--- src/rtl/ciamc_pkg.sv ---
// Constants and types for the CAN interrupt identifier and message center control block
// Functional notes
// - Recessive driven but dominant sampled while transmitting, outside arbitration, is a bit-one error.
// - Dominant driven but recessive sampled while transmitting, outside arbitration, is a bit-zero error.
// - Each recessive bit received during bus-off recovery raises a bit-zero error.
// - An unacknowledged remote request sent by us is a transmit-not-acknowledged error.
// - Computed CRC differing from the received CRC is a CRC error.
// - Identifier codes: 00h none, 01h status, 02h center 15, 03h-10h centers 1-14.
// - The identifier clears to 00h on reset.
// - The identifier holds until its own source is removed, whatever else arrives.
// - Simultaneous sources load the code of the higher priority one.
// - Interrupt request is active whenever the identifier is nonzero and bit 5 of the extended enable register is set.
// - When the shown source clears, show the highest still active source or zero.
// - Status source needs a change, its matching enable, and the pending status state.
// - A center is a source exactly while its interrupt request flag is set.
// - Receive error count is read-only here; transmit error count writes load it too.
// - Receive error count clears on hardware reset and on CAN soft reset.
// - CAN interrupt enable bit 5 of the extended enable register gates the interrupt.
// - A center whose ready bit is 0 is ignored for transmit, receive and remote requests.
// - Ready bits clear on both resets; software keeps them clear until set up.
// - With transmit enable set, a completed transmission sets the request flag; else nothing.
// - Center 15 is receive-only; its transmit interrupt enable is ignored.
// - With receive enable set, a stored reception sets the request flag; else nothing.
package ciamc_pkg;

  // ----------------------------------------
  // Sizes
  // ----------------------------------------
  localparam int NUM_CENTERS = 15;
  localparam int NUM_SRC     = 16;
  localparam int RX_ONLY_IDX = 14;

  // ----------------------------------------
  // Register offsets and fields
  // ----------------------------------------
  localparam logic [7:0] ADDR_RX_ERR      = 8'he7;
  localparam logic [7:0] ADDR_EXT_IE      = 8'he8;
  localparam logic [7:0] ADDR_CENTER_BASE = 8'heb;
  localparam logic [7:0] NUM_CENTERS_B    = 8'h0f;
  localparam int         EXT_IE_CAN_BIT   = 5;
  localparam logic [7:0] RESET_BYTE       = 8'h00;
  localparam logic [7:0] ID_NONE          = 8'h00;
  localparam logic [7:0] UNMAPPED_READ    = 8'h00;

  // ----------------------------------------
  // Bus error codes
  // ----------------------------------------
  localparam logic [2:0] ERR_NONE      = 3'h0;
  localparam logic [2:0] ERR_STUFF     = 3'h1;
  localparam logic [2:0] ERR_FORMAT    = 3'h2;
  localparam logic [2:0] ERR_NO_ACK    = 3'h3;
  localparam logic [2:0] ERR_BIT_ONE   = 3'h4;
  localparam logic [2:0] ERR_BIT_ZERO  = 3'h5;
  localparam logic [2:0] ERR_CRC       = 3'h6;
  localparam logic [2:0] ERR_UNCHANGED = 3'h7;

  // ----------------------------------------
  // Carriers
  // ----------------------------------------
  typedef struct packed {
    logic ready;
    logic tx_int_enable;
    logic rx_int_enable;
    logic center_int_request;
    logic remote_request_pending;
    logic local_tx_request;
    logic overwrite_or_tx_inhibit;
    logic data_updated;
  } ciamc_center_t;

  typedef struct packed {
    logic [7:0] addr;
    logic       wr;
    logic       rd;
    logic [7:0] wdata;
  } ciamc_sfr_req_t;

  typedef struct packed {
    logic bit_strobe;
    logic tx_active;
    logic drive_bit;
    logic sample_bit;
    logic in_arb;
    logic busoff_recovery;
    logic remote_no_ack;
    logic crc_mismatch;
    logic stuff_err;
    logic format_err;
  } ciamc_bus_obs_t;

  typedef struct packed {
    logic [NUM_CENTERS-1:0] tx_done;
    logic [NUM_CENTERS-1:0] rx_stored;
    logic [NUM_CENTERS-1:0] remote_req;
    logic [NUM_CENTERS-1:0] remote_served;
  } ciamc_engine_ev_t;

endpackage

--- src/rtl/ciamc_prio_enc.sv ---
// Priority encoder from interrupt sources to identifier code
`timescale 1ns/1ps
module ciamc_prio_enc (
  input  wire logic [ciamc_pkg::NUM_SRC-1:0] i_src,
  output logic      [7:0]                    o_code
);

  // Lowest index wins; code is index plus one
  always_comb begin
    o_code = ciamc_pkg::ID_NONE;
    for (int k = ciamc_pkg::NUM_SRC - 1; k >= 0; k--) begin
      if (i_src[k]) begin
        o_code = 8'(k + 1);
      end
    end
  end

endmodule

--- src/rtl/ciamc_top.sv ---
// CAN interrupt identifier, bus error class and message center control
`timescale 1ns/1ps
module ciamc_top (
  input  wire logic                              i_mclk,
  input  wire logic                              i_nrst,
  input  wire logic                              i_can_soft_reset,
  input  wire ciamc_pkg::ciamc_sfr_req_t         i_sfr,
  input  wire logic                              i_tec_write,
  input  wire logic                              i_rx_err_update,
  input  wire logic [7:0]                        i_rx_err_value,
  input  wire logic                              i_status_read,
  input  wire logic                              i_status_change_err,
  input  wire logic                              i_status_change_sts,
  input  wire logic                              i_error_int_enable,
  input  wire logic                              i_status_int_enable,
  input  wire ciamc_pkg::ciamc_bus_obs_t         i_bus,
  input  wire ciamc_pkg::ciamc_engine_ev_t       i_engine,
  output logic      [7:0]                        o_sfr_rdata,
  output logic      [7:0]                        o_interrupt_source_id,
  output logic                                   o_can_irq,
  output logic      [2:0]                        o_bus_error,
  output logic      [ciamc_pkg::NUM_CENTERS-1:0] o_center_ready
);

  // ----------------------------------------
  // State
  // ----------------------------------------
  ciamc_pkg::ciamc_center_t                centers      [ciamc_pkg::NUM_CENTERS];
  ciamc_pkg::ciamc_center_t                next_centers [ciamc_pkg::NUM_CENTERS];

  logic [7:0]                              receive_error_count;
  logic [7:0]                              next_receive_error_count;

  logic [7:0]                              extended_int_enable_reg;
  logic [7:0]                              next_extended_int_enable_reg;

  logic [2:0]                              bus_error;
  logic [2:0]                              next_bus_error;

  logic                                    status_pend;
  logic                                    next_status_pend;

  logic [7:0]                              interrupt_source_id;
  logic [7:0]                              next_interrupt_source_id;

  logic                                    can_irq;
  logic                                    next_can_irq;

  logic [7:0]                              sfr_rdata;
  logic [7:0]                              next_sfr_rdata;

  // ----------------------------------------
  // Decode and source nets
  // ----------------------------------------
  logic [ciamc_pkg::NUM_SRC-1:0]           src;
  logic [7:0]                              best_code;
  logic [7:0]                              center_idx;
  logic                                    center_hit;
  logic                                    rx_err_sel;
  logic                                    ext_ie_sel;
  logic                                    ext_ie_wr;
  logic                                    err_loaded;

  // ----------------------------------------
  // Address decode
  // ----------------------------------------
  assign center_idx = i_sfr.addr - ciamc_pkg::ADDR_CENTER_BASE;
  assign center_hit = (i_sfr.addr >= ciamc_pkg::ADDR_CENTER_BASE) &&
                      (center_idx < ciamc_pkg::NUM_CENTERS_B);
  assign rx_err_sel = (i_sfr.addr == ciamc_pkg::ADDR_RX_ERR);
  assign ext_ie_sel = (i_sfr.addr == ciamc_pkg::ADDR_EXT_IE);
  assign ext_ie_wr  = i_sfr.wr && ext_ie_sel;

  // ----------------------------------------
  // Bus error classification
  // ----------------------------------------
  // Only the first error after a status read is kept, so software never
  // loses a report it has not yet seen.
  always_comb begin
    logic       bit_one;
    logic       tx_zero;
    logic       boff_zero;
    logic       bit_zero;
    logic       open_slot;
    logic [2:0] code;
    bit_one   = 1'b0;
    tx_zero   = 1'b0;
    boff_zero = 1'b0;
    bit_zero  = 1'b0;
    open_slot = 1'b0;
    code      = ciamc_pkg::ERR_NONE;
    bit_one   = i_bus.bit_strobe && i_bus.tx_active && i_bus.drive_bit &&
                !i_bus.sample_bit && !i_bus.in_arb;
    tx_zero   = i_bus.bit_strobe && i_bus.tx_active && !i_bus.drive_bit &&
                i_bus.sample_bit && !i_bus.in_arb;
    boff_zero = i_bus.bit_strobe && i_bus.busoff_recovery && i_bus.sample_bit;
    bit_zero  = tx_zero || boff_zero;
    if (bit_zero) begin
      code = ciamc_pkg::ERR_BIT_ZERO;
    end else if (i_bus.stuff_err) begin
      code = ciamc_pkg::ERR_STUFF;
    end else if (i_bus.crc_mismatch) begin
      code = ciamc_pkg::ERR_CRC;
    end else if (i_bus.remote_no_ack) begin
      code = ciamc_pkg::ERR_NO_ACK;
    end else if (i_bus.format_err) begin
      code = ciamc_pkg::ERR_FORMAT;
    end else if (bit_one) begin
      code = ciamc_pkg::ERR_BIT_ONE;
    end
    open_slot = (bus_error == ciamc_pkg::ERR_NONE) ||
                (bus_error == ciamc_pkg::ERR_UNCHANGED) || i_status_read;
    err_loaded = (code != ciamc_pkg::ERR_NONE) && open_slot;
    if (err_loaded) begin
      next_bus_error = code;
    end else if (i_status_read) begin
      next_bus_error = ciamc_pkg::ERR_UNCHANGED;
    end else begin
      next_bus_error = bus_error;
    end
    if (i_can_soft_reset) begin
      next_bus_error = ciamc_pkg::ERR_NONE;
      err_loaded     = 1'b0;
    end
  end

  always_ff @(posedge i_mclk or negedge i_nrst) begin
    if (!i_nrst) begin
      bus_error <= ciamc_pkg::ERR_NONE;
    end else begin
      bus_error <= next_bus_error;
    end
  end

  // ----------------------------------------
  // Status change source
  // ----------------------------------------
  // A new change wins over a status read in the same cycle.
  always_comb begin
    next_status_pend = status_pend && !i_status_read;
    if (((err_loaded || i_status_change_err) && i_error_int_enable) ||
        (i_status_change_sts && i_status_int_enable)) begin
      next_status_pend = 1'b1;
    end
    if (i_can_soft_reset) begin
      next_status_pend = 1'b0;
    end
  end

  always_ff @(posedge i_mclk or negedge i_nrst) begin
    if (!i_nrst) begin
      status_pend <= 1'b0;
    end else begin
      status_pend <= next_status_pend;
    end
  end

  // ----------------------------------------
  // Message centers
  // ----------------------------------------
  genvar gi;
  generate
    for (gi = 0; gi < ciamc_pkg::NUM_CENTERS; gi++) begin : g_center
      logic center_wr;

      assign center_wr = i_sfr.wr && center_hit && (center_idx == 8'(gi));

      always_comb begin
        ciamc_pkg::ciamc_center_t c;
        ciamc_pkg::ciamc_center_t w;
        c = centers[gi];
        w = ciamc_pkg::ciamc_center_t'(i_sfr.wdata);
        if (center_wr) begin
          c.ready                   = w.ready;
          c.tx_int_enable           = w.tx_int_enable;
          c.rx_int_enable           = w.rx_int_enable;
          c.center_int_request      = w.center_int_request;
          c.remote_request_pending  = centers[gi].remote_request_pending && w.remote_request_pending;
          c.local_tx_request        = w.local_tx_request;
          c.overwrite_or_tx_inhibit = w.overwrite_or_tx_inhibit;
          c.data_updated            = w.data_updated;
        end
        // Hardware events come after the write so they win over it, whether they set or clear
        if (centers[gi].ready) begin
          if (i_engine.rx_stored[gi]) begin
            c.data_updated = 1'b1;
            if (centers[gi].rx_int_enable) begin
              c.center_int_request = 1'b1;
            end
          end
          if (i_engine.tx_done[gi] && (gi != ciamc_pkg::RX_ONLY_IDX)) begin
            c.local_tx_request = 1'b0;
            if (centers[gi].tx_int_enable) begin
              c.center_int_request = 1'b1;
            end
          end
          if (i_engine.remote_served[gi]) begin
            c.remote_request_pending = 1'b0;
          end
          if (i_engine.remote_req[gi]) begin
            c.remote_request_pending = 1'b1;
          end
        end
        if (i_can_soft_reset) begin
          c = ciamc_pkg::ciamc_center_t'(ciamc_pkg::RESET_BYTE);
        end
        next_centers[gi] = c;
      end

      always_ff @(posedge i_mclk or negedge i_nrst) begin
        if (!i_nrst) begin
          centers[gi] <= ciamc_pkg::ciamc_center_t'(ciamc_pkg::RESET_BYTE);
        end else begin
          centers[gi] <= next_centers[gi];
        end
      end

      assign o_center_ready[gi] = centers[gi].ready;
    end
  endgenerate

  // ----------------------------------------
  // Error count and enable registers
  // ----------------------------------------
  always_comb begin
    next_receive_error_count = receive_error_count;
    if (i_rx_err_update) begin
      next_receive_error_count = i_rx_err_value;
    end
    if (i_tec_write) begin
      next_receive_error_count = i_sfr.wdata;
    end
    if (i_can_soft_reset) begin
      next_receive_error_count = ciamc_pkg::RESET_BYTE;
    end
  end

  always_ff @(posedge i_mclk or negedge i_nrst) begin
    if (!i_nrst) begin
      receive_error_count <= ciamc_pkg::RESET_BYTE;
    end else begin
      receive_error_count <= next_receive_error_count;
    end
  end

  always_comb begin
    next_extended_int_enable_reg = extended_int_enable_reg;
    if (ext_ie_wr) begin
      next_extended_int_enable_reg = i_sfr.wdata;
    end
  end

  always_ff @(posedge i_mclk or negedge i_nrst) begin
    if (!i_nrst) begin
      extended_int_enable_reg <= ciamc_pkg::RESET_BYTE;
    end else begin
      extended_int_enable_reg <= next_extended_int_enable_reg;
    end
  end

  // ----------------------------------------
  // Pending sources
  // ----------------------------------------
  // Sources are looked at as they will stand next cycle, so the code
  // follows a removal without a stale cycle in between.
  always_comb begin
    src[0] = next_status_pend;
    src[1] = next_centers[ciamc_pkg::RX_ONLY_IDX].center_int_request;
    for (int k = 0; k < ciamc_pkg::RX_ONLY_IDX; k++) begin
      src[k + 2] = next_centers[k].center_int_request;
    end
  end

  ciamc_prio_enc u_prio (
    .i_src  (src),
    .o_code (best_code)
  );

  // ----------------------------------------
  // Interrupt identifier
  // ----------------------------------------
  always_comb begin
    logic still;
    still = 1'b0;
    if (interrupt_source_id != ciamc_pkg::ID_NONE) begin
      still = src[4'(interrupt_source_id - 8'h01)];
    end
    if (still) begin
      next_interrupt_source_id = interrupt_source_id;
    end else begin
      next_interrupt_source_id = best_code;
    end
    next_can_irq = (next_interrupt_source_id != ciamc_pkg::ID_NONE) &&
                   next_extended_int_enable_reg[ciamc_pkg::EXT_IE_CAN_BIT];
  end

  always_ff @(posedge i_mclk or negedge i_nrst) begin
    if (!i_nrst) begin
      interrupt_source_id <= ciamc_pkg::ID_NONE;
      can_irq             <= 1'b0;
    end else begin
      interrupt_source_id <= next_interrupt_source_id;
      can_irq             <= next_can_irq;
    end
  end

  // ----------------------------------------
  // Register read
  // ----------------------------------------
  always_comb begin
    next_sfr_rdata = ciamc_pkg::UNMAPPED_READ;
    if (i_sfr.rd) begin
      if (rx_err_sel) begin
        next_sfr_rdata = receive_error_count;
      end else if (ext_ie_sel) begin
        next_sfr_rdata = extended_int_enable_reg;
      end else if (center_hit) begin
        next_sfr_rdata = centers[4'(center_idx)];
      end
    end else begin
      next_sfr_rdata = sfr_rdata;
    end
  end

  always_ff @(posedge i_mclk or negedge i_nrst) begin
    if (!i_nrst) begin
      sfr_rdata <= ciamc_pkg::RESET_BYTE;
    end else begin
      sfr_rdata <= next_sfr_rdata;
    end
  end

  // ----------------------------------------
  // Outputs
  // ----------------------------------------
  assign o_sfr_rdata           = sfr_rdata;
  assign o_interrupt_source_id = interrupt_source_id;
  assign o_can_irq             = can_irq;
  assign o_bus_error           = bus_error;

endmodule

--- config.mk ---
export PLATFORM = sky130hd
export DESIGN_NAME = ciamc_top
export DESIGN_NICKNAME = d
export VERILOG_FILES = /design/src/rtl/ciamc_pkg.sv /design/src/rtl/ciamc_prio_enc.sv /design/src/rtl/ciamc_top.sv
export SDC_FILE = /design/constraint.sdc
export NUM_CORES = 1
export LEC_CHECK = 0
export ABC_CLOCK_PERIOD_IN_PS = 3200
export BUFFER_PORTS_ARGS = -buffer_cell sky130_fd_sc_hd__buf_4
export CAP_MARGIN = 20
export CORE_MARGIN = 1
export CORE_UTILIZATION = 28
export DETAILED_ROUTE_END_ITERATION = 12
export PLACE_DENSITY_LB_ADDON = 0.25
export SYNTH_ARGS = -nofsm -noshare
export SYNTH_HDL_FRONTEND = slang
export SYNTH_SLANG_ARGS = --single-unit
--- constraint.sdc ---
create_clock -name i_mclk -period 3.2 [get_ports i_mclk]
set_input_delay 0.16 -clock i_mclk [delete_from_list [all_inputs] [get_ports i_mclk]]
set_output_delay 0.16 -clock i_mclk [all_outputs]
set_load 0.02 [all_outputs]
==> impl_metrics.prom, run 1 <==
# TYPE chip_impl_metric gauge
chip_impl_info{name="run_status",value="finished, final reports clean"} 1
chip_impl_metric{name="vias",unit=""} 8786
chip_impl_info{name="worst_setup_path_startpoint",value="i_sfr[11]"} 1
chip_impl_metric{name="max-slew-margin-rel",unit=""} 0.378
chip_impl_metric{name="seqPwrFrac",unit=""} 0.410
chip_impl_metric{name="total_power",unit="uW"} 4950
chip_impl_metric{name="route.detailed.vias_per_inst",unit=""} 5.21
chip_impl_metric{name="synth-edff-count",unit=""} 0
chip_impl_info{name="clock_tree.root_cell",value="clkbuf_16"} 1
chip_impl_metric{name="gr-total-overflow",unit=""} 0
chip_impl_metric{name="ctsHoldBuffers",unit=""} 49
chip_impl_metric{name="detailedRoute.firstIterationViolations",unit=""} 726
chip_impl_info{name="critical_path.endpoint_type",value="flip-flop"} 1
chip_impl_metric{name="cts.clk_slew.worst_paths",unit="ns"} 0.08
chip_impl_metric{name="die_y",unit="um"} 185
chip_impl_metric{name="switching_share",unit=""} 0.307
chip_impl_metric{name="mappedNetlistArea",unit="um2"} 9340
chip_impl_info{name="rsz0062_at_grt",value="false"} 1
chip_impl_metric{name="dieArea",unit="um2"} 34100
chip_impl_info{name="hold_path.class",value="in -> reg"} 1
chip_impl_metric{name="cts_num_sinks",unit=""} 157
chip_impl_metric{name="floorplan.io_pins",unit=""} 141
chip_impl_metric{name="tightest_slew",unit="ns"} 0.933
chip_impl_metric{name="yosysSeqAreaShare",unit=""} 0.421
chip_impl_metric{name="detailedPlace.worstSlack",unit="ns"} -0.279
chip_impl_metric{name="path_buf_inv",unit=""} 3
chip_impl_info{name="tritoncts",value="done"} 1
chip_impl_metric{name="ir_drop",unit="mV"} 0.374
chip_impl_metric{name="core",unit="um2"} 32700
chip_impl_metric{name="post_synth_num_cell_types",unit=""} 81
chip_impl_info{name="hp-start",value="i_engine[5]"} 1
chip_impl_metric{name="grt_first_pass_wirelength",unit="mm"} 53.2
chip_impl_metric{name="globalplace.congestion",unit=""} 0.920
chip_impl_metric{name="final_util",unit=""} 0.384
chip_impl_metric{name="number_of_pins_with_negative_max_slew_slack_in_the_final_report",unit=""} 0
chip_impl_metric{name="required_time_of_the_worst_setup_path",unit="ns"} 3.54
chip_impl_info{name="synth_largest_area_cell",value="dfrtp_1"} 1
chip_impl_metric{name="dr.pass1.iters",unit=""} 5
chip_impl_metric{name="post_cts_resized",unit=""} 0
chip_impl_metric{name="timing.final.setup_violations",unit=""} 0
chip_impl_metric{name="post_synth_mux_area_share",unit=""} 0.149
chip_impl_metric{name="power.combinational.fraction",unit=""} 0.178
chip_impl_metric{name="synth_adder_area_share",unit=""} 0.00804
chip_impl_metric{name="antenna_cells",unit=""} 0
chip_impl_metric{name="postLayoutCellArea",unit="um2"} 12600
chip_impl_metric{name="synth_register_bits",unit=""} 157
chip_impl_metric{name="largest_register_ff_count",unit=""} 105
chip_impl_metric{name="yosys.area_share.simple",unit=""} 0.173
chip_impl_metric{name="place.port_buffers",unit=""} 139
chip_impl_metric{name="final_net_count",unit=""} 1343
chip_impl_metric{name="die_w",unit="um"} 185
chip_impl_info{name="layout.cells.most_common",value="buf_4"} 1
chip_impl_metric{name="cts_max_path_buffers",unit=""} 2
chip_impl_info{name="timing_worst_setup_path_type",value="in -> reg"} 1
chip_impl_metric{name="fmax",unit="GHz"} 0.333
chip_impl_metric{name="placed_instance_area",unit="um2"} 11500
chip_impl_metric{name="synth-xor-area-share",unit=""} 0.00657
chip_impl_metric{name="timing.hold.ws",unit="ns"} 0.0185
chip_impl_metric{name="yosys_warnings",unit=""} 0
chip_impl_metric{name="pwr_density_cell",unit="nW/um2"} 394
chip_impl_metric{name="p_switching",unit="uW"} 1520
chip_impl_info{name="synth_ff_type",value="dfrtp_1"} 1
chip_impl_metric{name="mappedNetlistNets",unit=""} 1105
chip_impl_info{name="leading_cell_types_in_the_layout_fill_and_taps_excluded",value="buf_4 (248), dfrtp_1 (157), nand2_1 (132)"} 1
chip_impl_metric{name="numCtsBuffers",unit=""} 17
chip_impl_metric{name="syn-instance-count",unit=""} 993
chip_impl_metric{name="routed_wl",unit="mm"} 35.0
chip_impl_metric{name="cts-htree-levels",unit=""} 4
chip_impl_info{name="crit_path_top_delay_cell",value="a2111oi_0"} 1
chip_impl_metric{name="crit_fanout",unit=""} 6
chip_impl_metric{name="drive_gt1_frac",unit=""} 0.267
chip_impl_metric{name="power.static_leakage",unit="uW"} 0.00569
chip_impl_metric{name="worstSkewPairLatency",unit="ns"} 0.45
chip_impl_metric{name="final_min_period_over_clock_period",unit=""} 0.938
chip_impl_metric{name="critPathMaxStageDelay",unit="ns"} 0.59
chip_impl_info{name="synth_top_family_by_area",value="compound AO/OA/AOI/OAI gates"} 1
chip_impl_metric{name="groute.usage.overall",unit=""} 0.210
chip_impl_metric{name="synth_compound_area_frac",unit=""} 0.194
chip_impl_metric{name="start_util",unit=""} 0.286
chip_impl_metric{name="clock_skew",unit="ns"} 0.0125
chip_impl_metric{name="wire_per_inst",unit="um"} 20.7
chip_impl_info{name="path_cells",value="buf_4 -> ha_4 -> o21ai_4 -> or3b_4 -> o211a_4 -> or4_1 -> buf_4 -> a211oi_1 -> o31ai_1 -> a2111oi_0 -> buf_4 -> o2bb2ai_1 -> a32o_1"} 1
chip_impl_metric{name="postLayoutSetupSlackWorst",unit="ns"} 0.197
chip_impl_metric{name="cellInternalPower",unit="uW"} 3430
chip_impl_info{name="critPathLaunchType",value="primary input"} 1
chip_impl_metric{name="cap_violations",unit=""} 0
chip_impl_info{name="synth.area.top_cells",value="dfrtp_1 (42%), mux2i_1 (9.4%), nand2_1 (5.3%)"} 1
chip_impl_metric{name="drcViolationCount",unit=""} 0
chip_impl_metric{name="grt_max_degree",unit=""} 83
chip_impl_metric{name="worst-endpoint-arrival",unit="ns"} 3.34
chip_impl_info{name="largest_register_by_flop_count",value="centers"} 1
chip_impl_info{name="timing.rr.start",value="o_interrupt_source_id[1]"} 1
chip_impl_metric{name="share_of_flip_flops_with_an_asynchronous_set_or_reset_after_synthesis",unit=""} 1.00
chip_impl_info{name="critical_path.top_delay_family",value="compound AO/OA/AOI/OAI gates"} 1
chip_impl_metric{name="ant_nets",unit=""} 0
chip_impl_metric{name="clk_pwr_share",unit=""} 0.412
chip_impl_metric{name="hpwlAfterDp",unit="mm"} 25.9
chip_impl_metric{name="share_of_yosys_cell_area_claimed_by_the_top_area_cell_type",unit=""} 0.421
chip_impl_metric{name="post_synth.cell_area_avg",unit="um2"} 9.40
chip_impl_metric{name="period_minus_slack",unit="ns"} 3.00
chip_impl_info{name="critPathMostFrequentCell",value="buf_4"} 1
chip_impl_metric{name="area_delta_synth_final",unit="%"} 34.6
chip_impl_metric{name="timing_hold_violations_final",unit=""} 0
chip_impl_metric{name="antenna_found_initial",unit=""} 0
chip_impl_metric{name="placement_rows",unit=""} 66
chip_impl_metric{name="grt_pass1_vias",unit=""} 8674
chip_impl_metric{name="cts_setup_buffers",unit=""} 0
[cell usage after synthesis, drive strengths merged (4+ instances only)]
cell type	instances
a32oi	4
nand3	22
nand2	132
o21ai	19
a22o	14
and2	7
nand4	9
mux2	9
or4	4
nand2b	8
nor4	8
a21oi	81
a221oi	7
inv	20
nor2b	9
dfrtp	157
a21o	5
mux2i	88
and3	9
a31oi	12
o211ai	17
buf	29
ha	6
xnor2	4
clkbuf	54
a211oi	28
mux4	18
nor3b	4
a211o	4
a2111oi	5
or2	5
nor3	18
a222oi	8
nor2	102
a22oi	4
a32o	4
[power by group through the flow]
stage | combinational, uW | clock (uW) | sequential [uW]
6_report | 881 | 2040 | 2030
5_1_grt | 957 | 2160 | 2030
4_1_cts | 883 | 2080 | 2030
3_5_place_dp | 834 | 0 | 2070
3_3_place_gp | 832 | 0 | 2070
2_1_floorplan | 389 | 0 | 2080
[worst reg2reg max path, stage by stage, from the launching register on]
cell	delay, ns
dfrtp_1	0.47
inv_1	0.10
ha_1	0.53
nor2_1	0.15
nand2_1	0.11
o21ai_0	0.08
a21oi_1	0.25
o2111ai_1	0.16
buf_4	0.17
and2_1	0.17
buf_4	0.15
o2bb2ai_1	0.12
a32o_1	0.20
[final timing paths]
kind	end	slack, ns	depth (start not counted)
min in group asynchronous	centers[6]	0.26	2
worst max register to register	o_can_irq	0.45	12
max in group asynchronous	centers[54]	2.08	3
worst min-delay path	centers[75]	0.02	4
worst min register to register	extended_int_enable_reg[4]	0.49	2
worst max-delay path	o_can_irq	0.20	13
[layer usage]
metal	share of wire	track usage	vias to the layer above
met2	0.46	0.327	252
met3	0.055	0.0413	38
met4	0.024	0.0681	0
met1	0.46	0.291	4366
li1	-	-	4130
met5	0	0	-
[stage by stage]
| step | cells | setup TNS [ns] |
|---|---|---|
| after global routing | 1686 | 0 |
| after detailed placement | 1605 | -0.430 |
| after CTS | 1686 | 0 |
| final | 1686 | 0 |
| after floorplan | 993 | -0.00133 |
| after global placement | 1605 | -0.539 |
[area by class of cell]
class	instances	area [um2]
Fill cell	3380	20100
Multi-Input combinational cell	732	5000
Clock inverter	15	141
Tap cell	442	553
Sequential cell	157	3930
Clock buffer	17	425
Timing Repair Buffer	302	2440
Inverter	21	78.8
[kinds of logic (layout without fill, tap and decap cells)]
logic type / after synthesis / in the layout
AND/OR/NAND/NOR: 350 / 350
AO/OA/AOI/OAI: 254 / 254
flip-flops: 157 / 157
multiplexers: 115 / 115
buffers and inverters: 104 / 355
XOR/XNOR: 7 / 7
adder cells (fa/ha/maj): 6 / 6
Power figures use the tool's default switching activity.
==> run 2, diff against run 1 <==
Settings changed: SETUP_SLACK_MARGIN from default to 0.5.
==> run 2 against run 1 <==
Compared with the run above:
- via count grew 1.9%
- cell count decreased by 0.24%
- die area is the same
- largest power group unchanged
- count of clock-buffer cells in the layout did not move
- core utilization grew 0.64 points
- total power increased by 1.9%
- wire length up 0.97%
- non-clock buffer count is 4 lower
- combinational power up 5.2%
- critical path type unchanged
==> impl_metrics.prom, run 2 (same netlist as run 1, synthesis figures left out) <==
# TYPE chip_impl_metric gauge
chip_impl_metric{name="final_net_count",unit=""} 1339
chip_impl_metric{name="dr.pass1.iters",unit=""} 5
chip_impl_info{name="hold_path.class",value="in -> reg"} 1
chip_impl_metric{name="ir_drop",unit="mV"} 0.367
chip_impl_metric{name="timing.hold.ws",unit="ns"} 0.0163
chip_impl_metric{name="drive_gt1_frac",unit=""} 0.292
chip_impl_metric{name="wire_per_inst",unit="um"} 21.0
chip_impl_metric{name="timing_hold_violations_final",unit=""} 0
chip_impl_metric{name="drcViolationCount",unit=""} 0
chip_impl_metric{name="timing.final.setup_violations",unit=""} 0
chip_impl_metric{name="place.port_buffers",unit=""} 139
chip_impl_metric{name="p_switching",unit="uW"} 1570
chip_impl_metric{name="floorplan.io_pins",unit=""} 141
chip_impl_metric{name="worstSkewPairLatency",unit="ns"} 0.45
chip_impl_metric{name="clk_pwr_share",unit=""} 0.414
chip_impl_metric{name="clock_skew",unit="ns"} 0.0173
chip_impl_metric{name="total_power",unit="uW"} 5040
chip_impl_info{name="critical_path.endpoint_type",value="flip-flop"} 1
chip_impl_info{name="critPathLaunchType",value="primary input"} 1
chip_impl_info{name="layout.cells.most_common",value="buf_4"} 1
chip_impl_metric{name="pwr_density_cell",unit="nW/um2"} 395
chip_impl_metric{name="final_min_period_over_clock_period",unit=""} 0.838
chip_impl_info{name="leading_cell_types_in_the_layout_fill_and_taps_excluded",value="buf_4 (243), dfrtp_1 (157), nand2_1 (130)"} 1
chip_impl_metric{name="final_util",unit=""} 0.391
chip_impl_metric{name="cellInternalPower",unit="uW"} 3470
chip_impl_metric{name="multi_input_area",unit="um2"} 5210
chip_impl_metric{name="globalplace.congestion",unit=""} 0.921
chip_impl_metric{name="placement_rows",unit=""} 66
chip_impl_metric{name="hpwlAfterDp",unit="mm"} 25.8
chip_impl_metric{name="dieArea",unit="um2"} 34100
chip_impl_metric{name="area_delta_synth_final",unit="%"} 36.9
chip_impl_metric{name="tightest_slew",unit="ns"} 0.696
chip_impl_metric{name="route.detailed.vias_per_inst",unit=""} 5.32
chip_impl_metric{name="worst-endpoint-arrival",unit="ns"} 3.00
chip_impl_metric{name="routed_wl",unit="mm"} 35.3
chip_impl_metric{name="critPathMaxStageDelay",unit="ns"} 0.56
chip_impl_metric{name="period_minus_slack",unit="ns"} 2.68
chip_impl_metric{name="grt_max_degree",unit=""} 70
chip_impl_metric{name="start_util",unit=""} 0.286
chip_impl_metric{name="die_y",unit="um"} 185
chip_impl_metric{name="crit_fanout",unit=""} 4
chip_impl_info{name="tritoncts",value="done"} 1
chip_impl_metric{name="max-slew-margin-rel",unit=""} 0.533
chip_impl_metric{name="number_of_fillers_in_the_final_layout",unit=""} 3351
chip_impl_metric{name="vias",unit=""} 8951
chip_impl_metric{name="number_of_pins_with_negative_max_slew_slack_in_the_final_report",unit=""} 0
chip_impl_metric{name="largest_register_ff_count",unit=""} 105
chip_impl_info{name="timing_worst_setup_path_type",value="in -> reg"} 1
chip_impl_metric{name="cts_max_path_buffers",unit=""} 2
chip_impl_metric{name="placed_instance_area",unit="um2"} 11400
chip_impl_metric{name="postLayoutCellArea",unit="um2"} 12800
chip_impl_metric{name="fmax",unit="GHz"} 0.373
chip_impl_info{name="rsz0062_at_grt",value="true"} 1
chip_impl_info{name="path_cells",value="buf_6 -> ha_4 -> o21ai_4 -> or3b_4 -> o211a_4 -> or4_4 -> buf_4 -> a21oi_4 -> o2111a_1 -> nand2_1 -> o21a_1 -> nand4bb_1 -> a32o_1"} 1
chip_impl_metric{name="antenna_found_initial",unit=""} 0
chip_impl_metric{name="gr-total-overflow",unit=""} 0
chip_impl_metric{name="power.combinational.fraction",unit=""} 0.184
chip_impl_metric{name="ant_nets",unit=""} 0
chip_impl_metric{name="post_layout_nonfiller_instances",unit=""} 1682
chip_impl_metric{name="seqPwrFrac",unit=""} 0.402
chip_impl_metric{name="groute.usage.overall",unit=""} 0.210
chip_impl_metric{name="required_time_of_the_worst_setup_path",unit="ns"} 3.52
chip_impl_metric{name="antenna_cells",unit=""} 0
chip_impl_metric{name="numCtsBuffers",unit=""} 17
chip_impl_info{name="crit_path_top_delay_cell",value="or4_4"} 1
chip_impl_metric{name="register_area",unit="um2"} 3930
chip_impl_metric{name="detailedRoute.firstIterationViolations",unit=""} 810
chip_impl_metric{name="grt_pass1_vias",unit=""} 8679
chip_impl_metric{name="cts-htree-levels",unit=""} 4
chip_impl_info{name="clock_tree.root_cell",value="clkbuf_16"} 1
chip_impl_metric{name="cts_num_sinks",unit=""} 157
chip_impl_metric{name="post-place-cells",unit=""} 1592
chip_impl_metric{name="r2r_slack",unit="ns"} 0.55
chip_impl_metric{name="cts.clk_slew.worst_paths",unit="ns"} 0.07
chip_impl_metric{name="die_w",unit="um"} 185
chip_impl_metric{name="core",unit="um2"} 32700
chip_impl_info{name="largest_register_by_flop_count",value="centers"} 1
chip_impl_metric{name="grt_first_pass_wirelength",unit="mm"} 52.8
chip_impl_info{name="run_status",value="finished, final reports clean"} 1
chip_impl_metric{name="power.static_leakage",unit="uW"} 0.00576
chip_impl_metric{name="switching_share",unit=""} 0.312
chip_impl_metric{name="cap_violations",unit=""} 0
-- run 2: cell count changes in the layout (fill, tap and decap cells not counted), sizes merged --
cell / previous run / this run
inv: 32 / 28
clkinvlp: 2 / 0
buf: 253 / 252
clkinv: 2 / 8
dlygate4sd3: 49 / 46
-- run 2: worst paths after layout --
check,startpoint,end,cells past startpoint
setup / recovery,i_sfr[11],o_can_irq,13
hold / removal,i_engine[27],centers[19],3
setup reg to reg,centers[101],o_can_irq,10
hold reg to reg,extended_int_enable_reg[3],extended_int_enable_reg[3],2
max in group asynchronous,i_nrst,centers[28],3
min in group asynchronous,i_nrst,o_center_ready[14],2
-- run 2: metrics by stage --
stage / setup slack (ns) / setup TNS, ns
after floorplan: -0.00133 / -0.00133
after global placement: -0.168 / -0.246
after detailed placement: -0.159 / -0.199
after CTS: 0.494 / 0
after global routing: 0.428 / 0
final: 0.520 / 0
-- run 2: what timing repair did --
action / 4_1_cts / 5_1_grt
setup buffers: 8 / 4
gates resized for setup: 19 / 21
endpoints found under the setup margin: 3 / 8
pin swaps: 11 / 14
hold buffers: 46 / 0
endpoints found under the hold margin: 109 / 0
-- run 2: power by group through the flow --
stage / clock network [uW] / logic, uW / registers [uW]
6_report: 2090 / 927 / 2030
5_1_grt: 2190 / 1000 / 2030
4_1_cts: 2130 / 894 / 2030
3_5_place_dp: 0 / 834 / 2070
3_3_place_gp: 0 / 831 / 2070
2_1_floorplan: 0 / 395 / 2080
-- run 2: area by class of cell --
class                           instances  share of cell area
Clock buffer                           17              0.0333
Clock inverter                         15              0.0129
Inverter                               21             0.00617
Multi-Input combinational cell        732               0.408
Sequential cell                       157               0.307
Tap cell                              442              0.0433
Timing Repair Buffer                  298               0.189
-- run 2: metal layers --
metal  GRT usage  part of all wire  wire, um
met1       0.287              0.45     15900
met2       0.332              0.47     16600
met3      0.0397             0.060      2130
met4      0.0655             0.018       648
met5           0                 0         0
-- run 2: critical path, delay by kind of cell --
| kind | cells | cell delay (ns) |
|---|---|---|
| and+or+nand+nor | 4 | 1.24 |
| AOI/OAI and AO/OA | 6 | 1.14 |
| buffers and inverters | 2 | 0.28 |
| adders and majority gates | 1 | 0.18 |
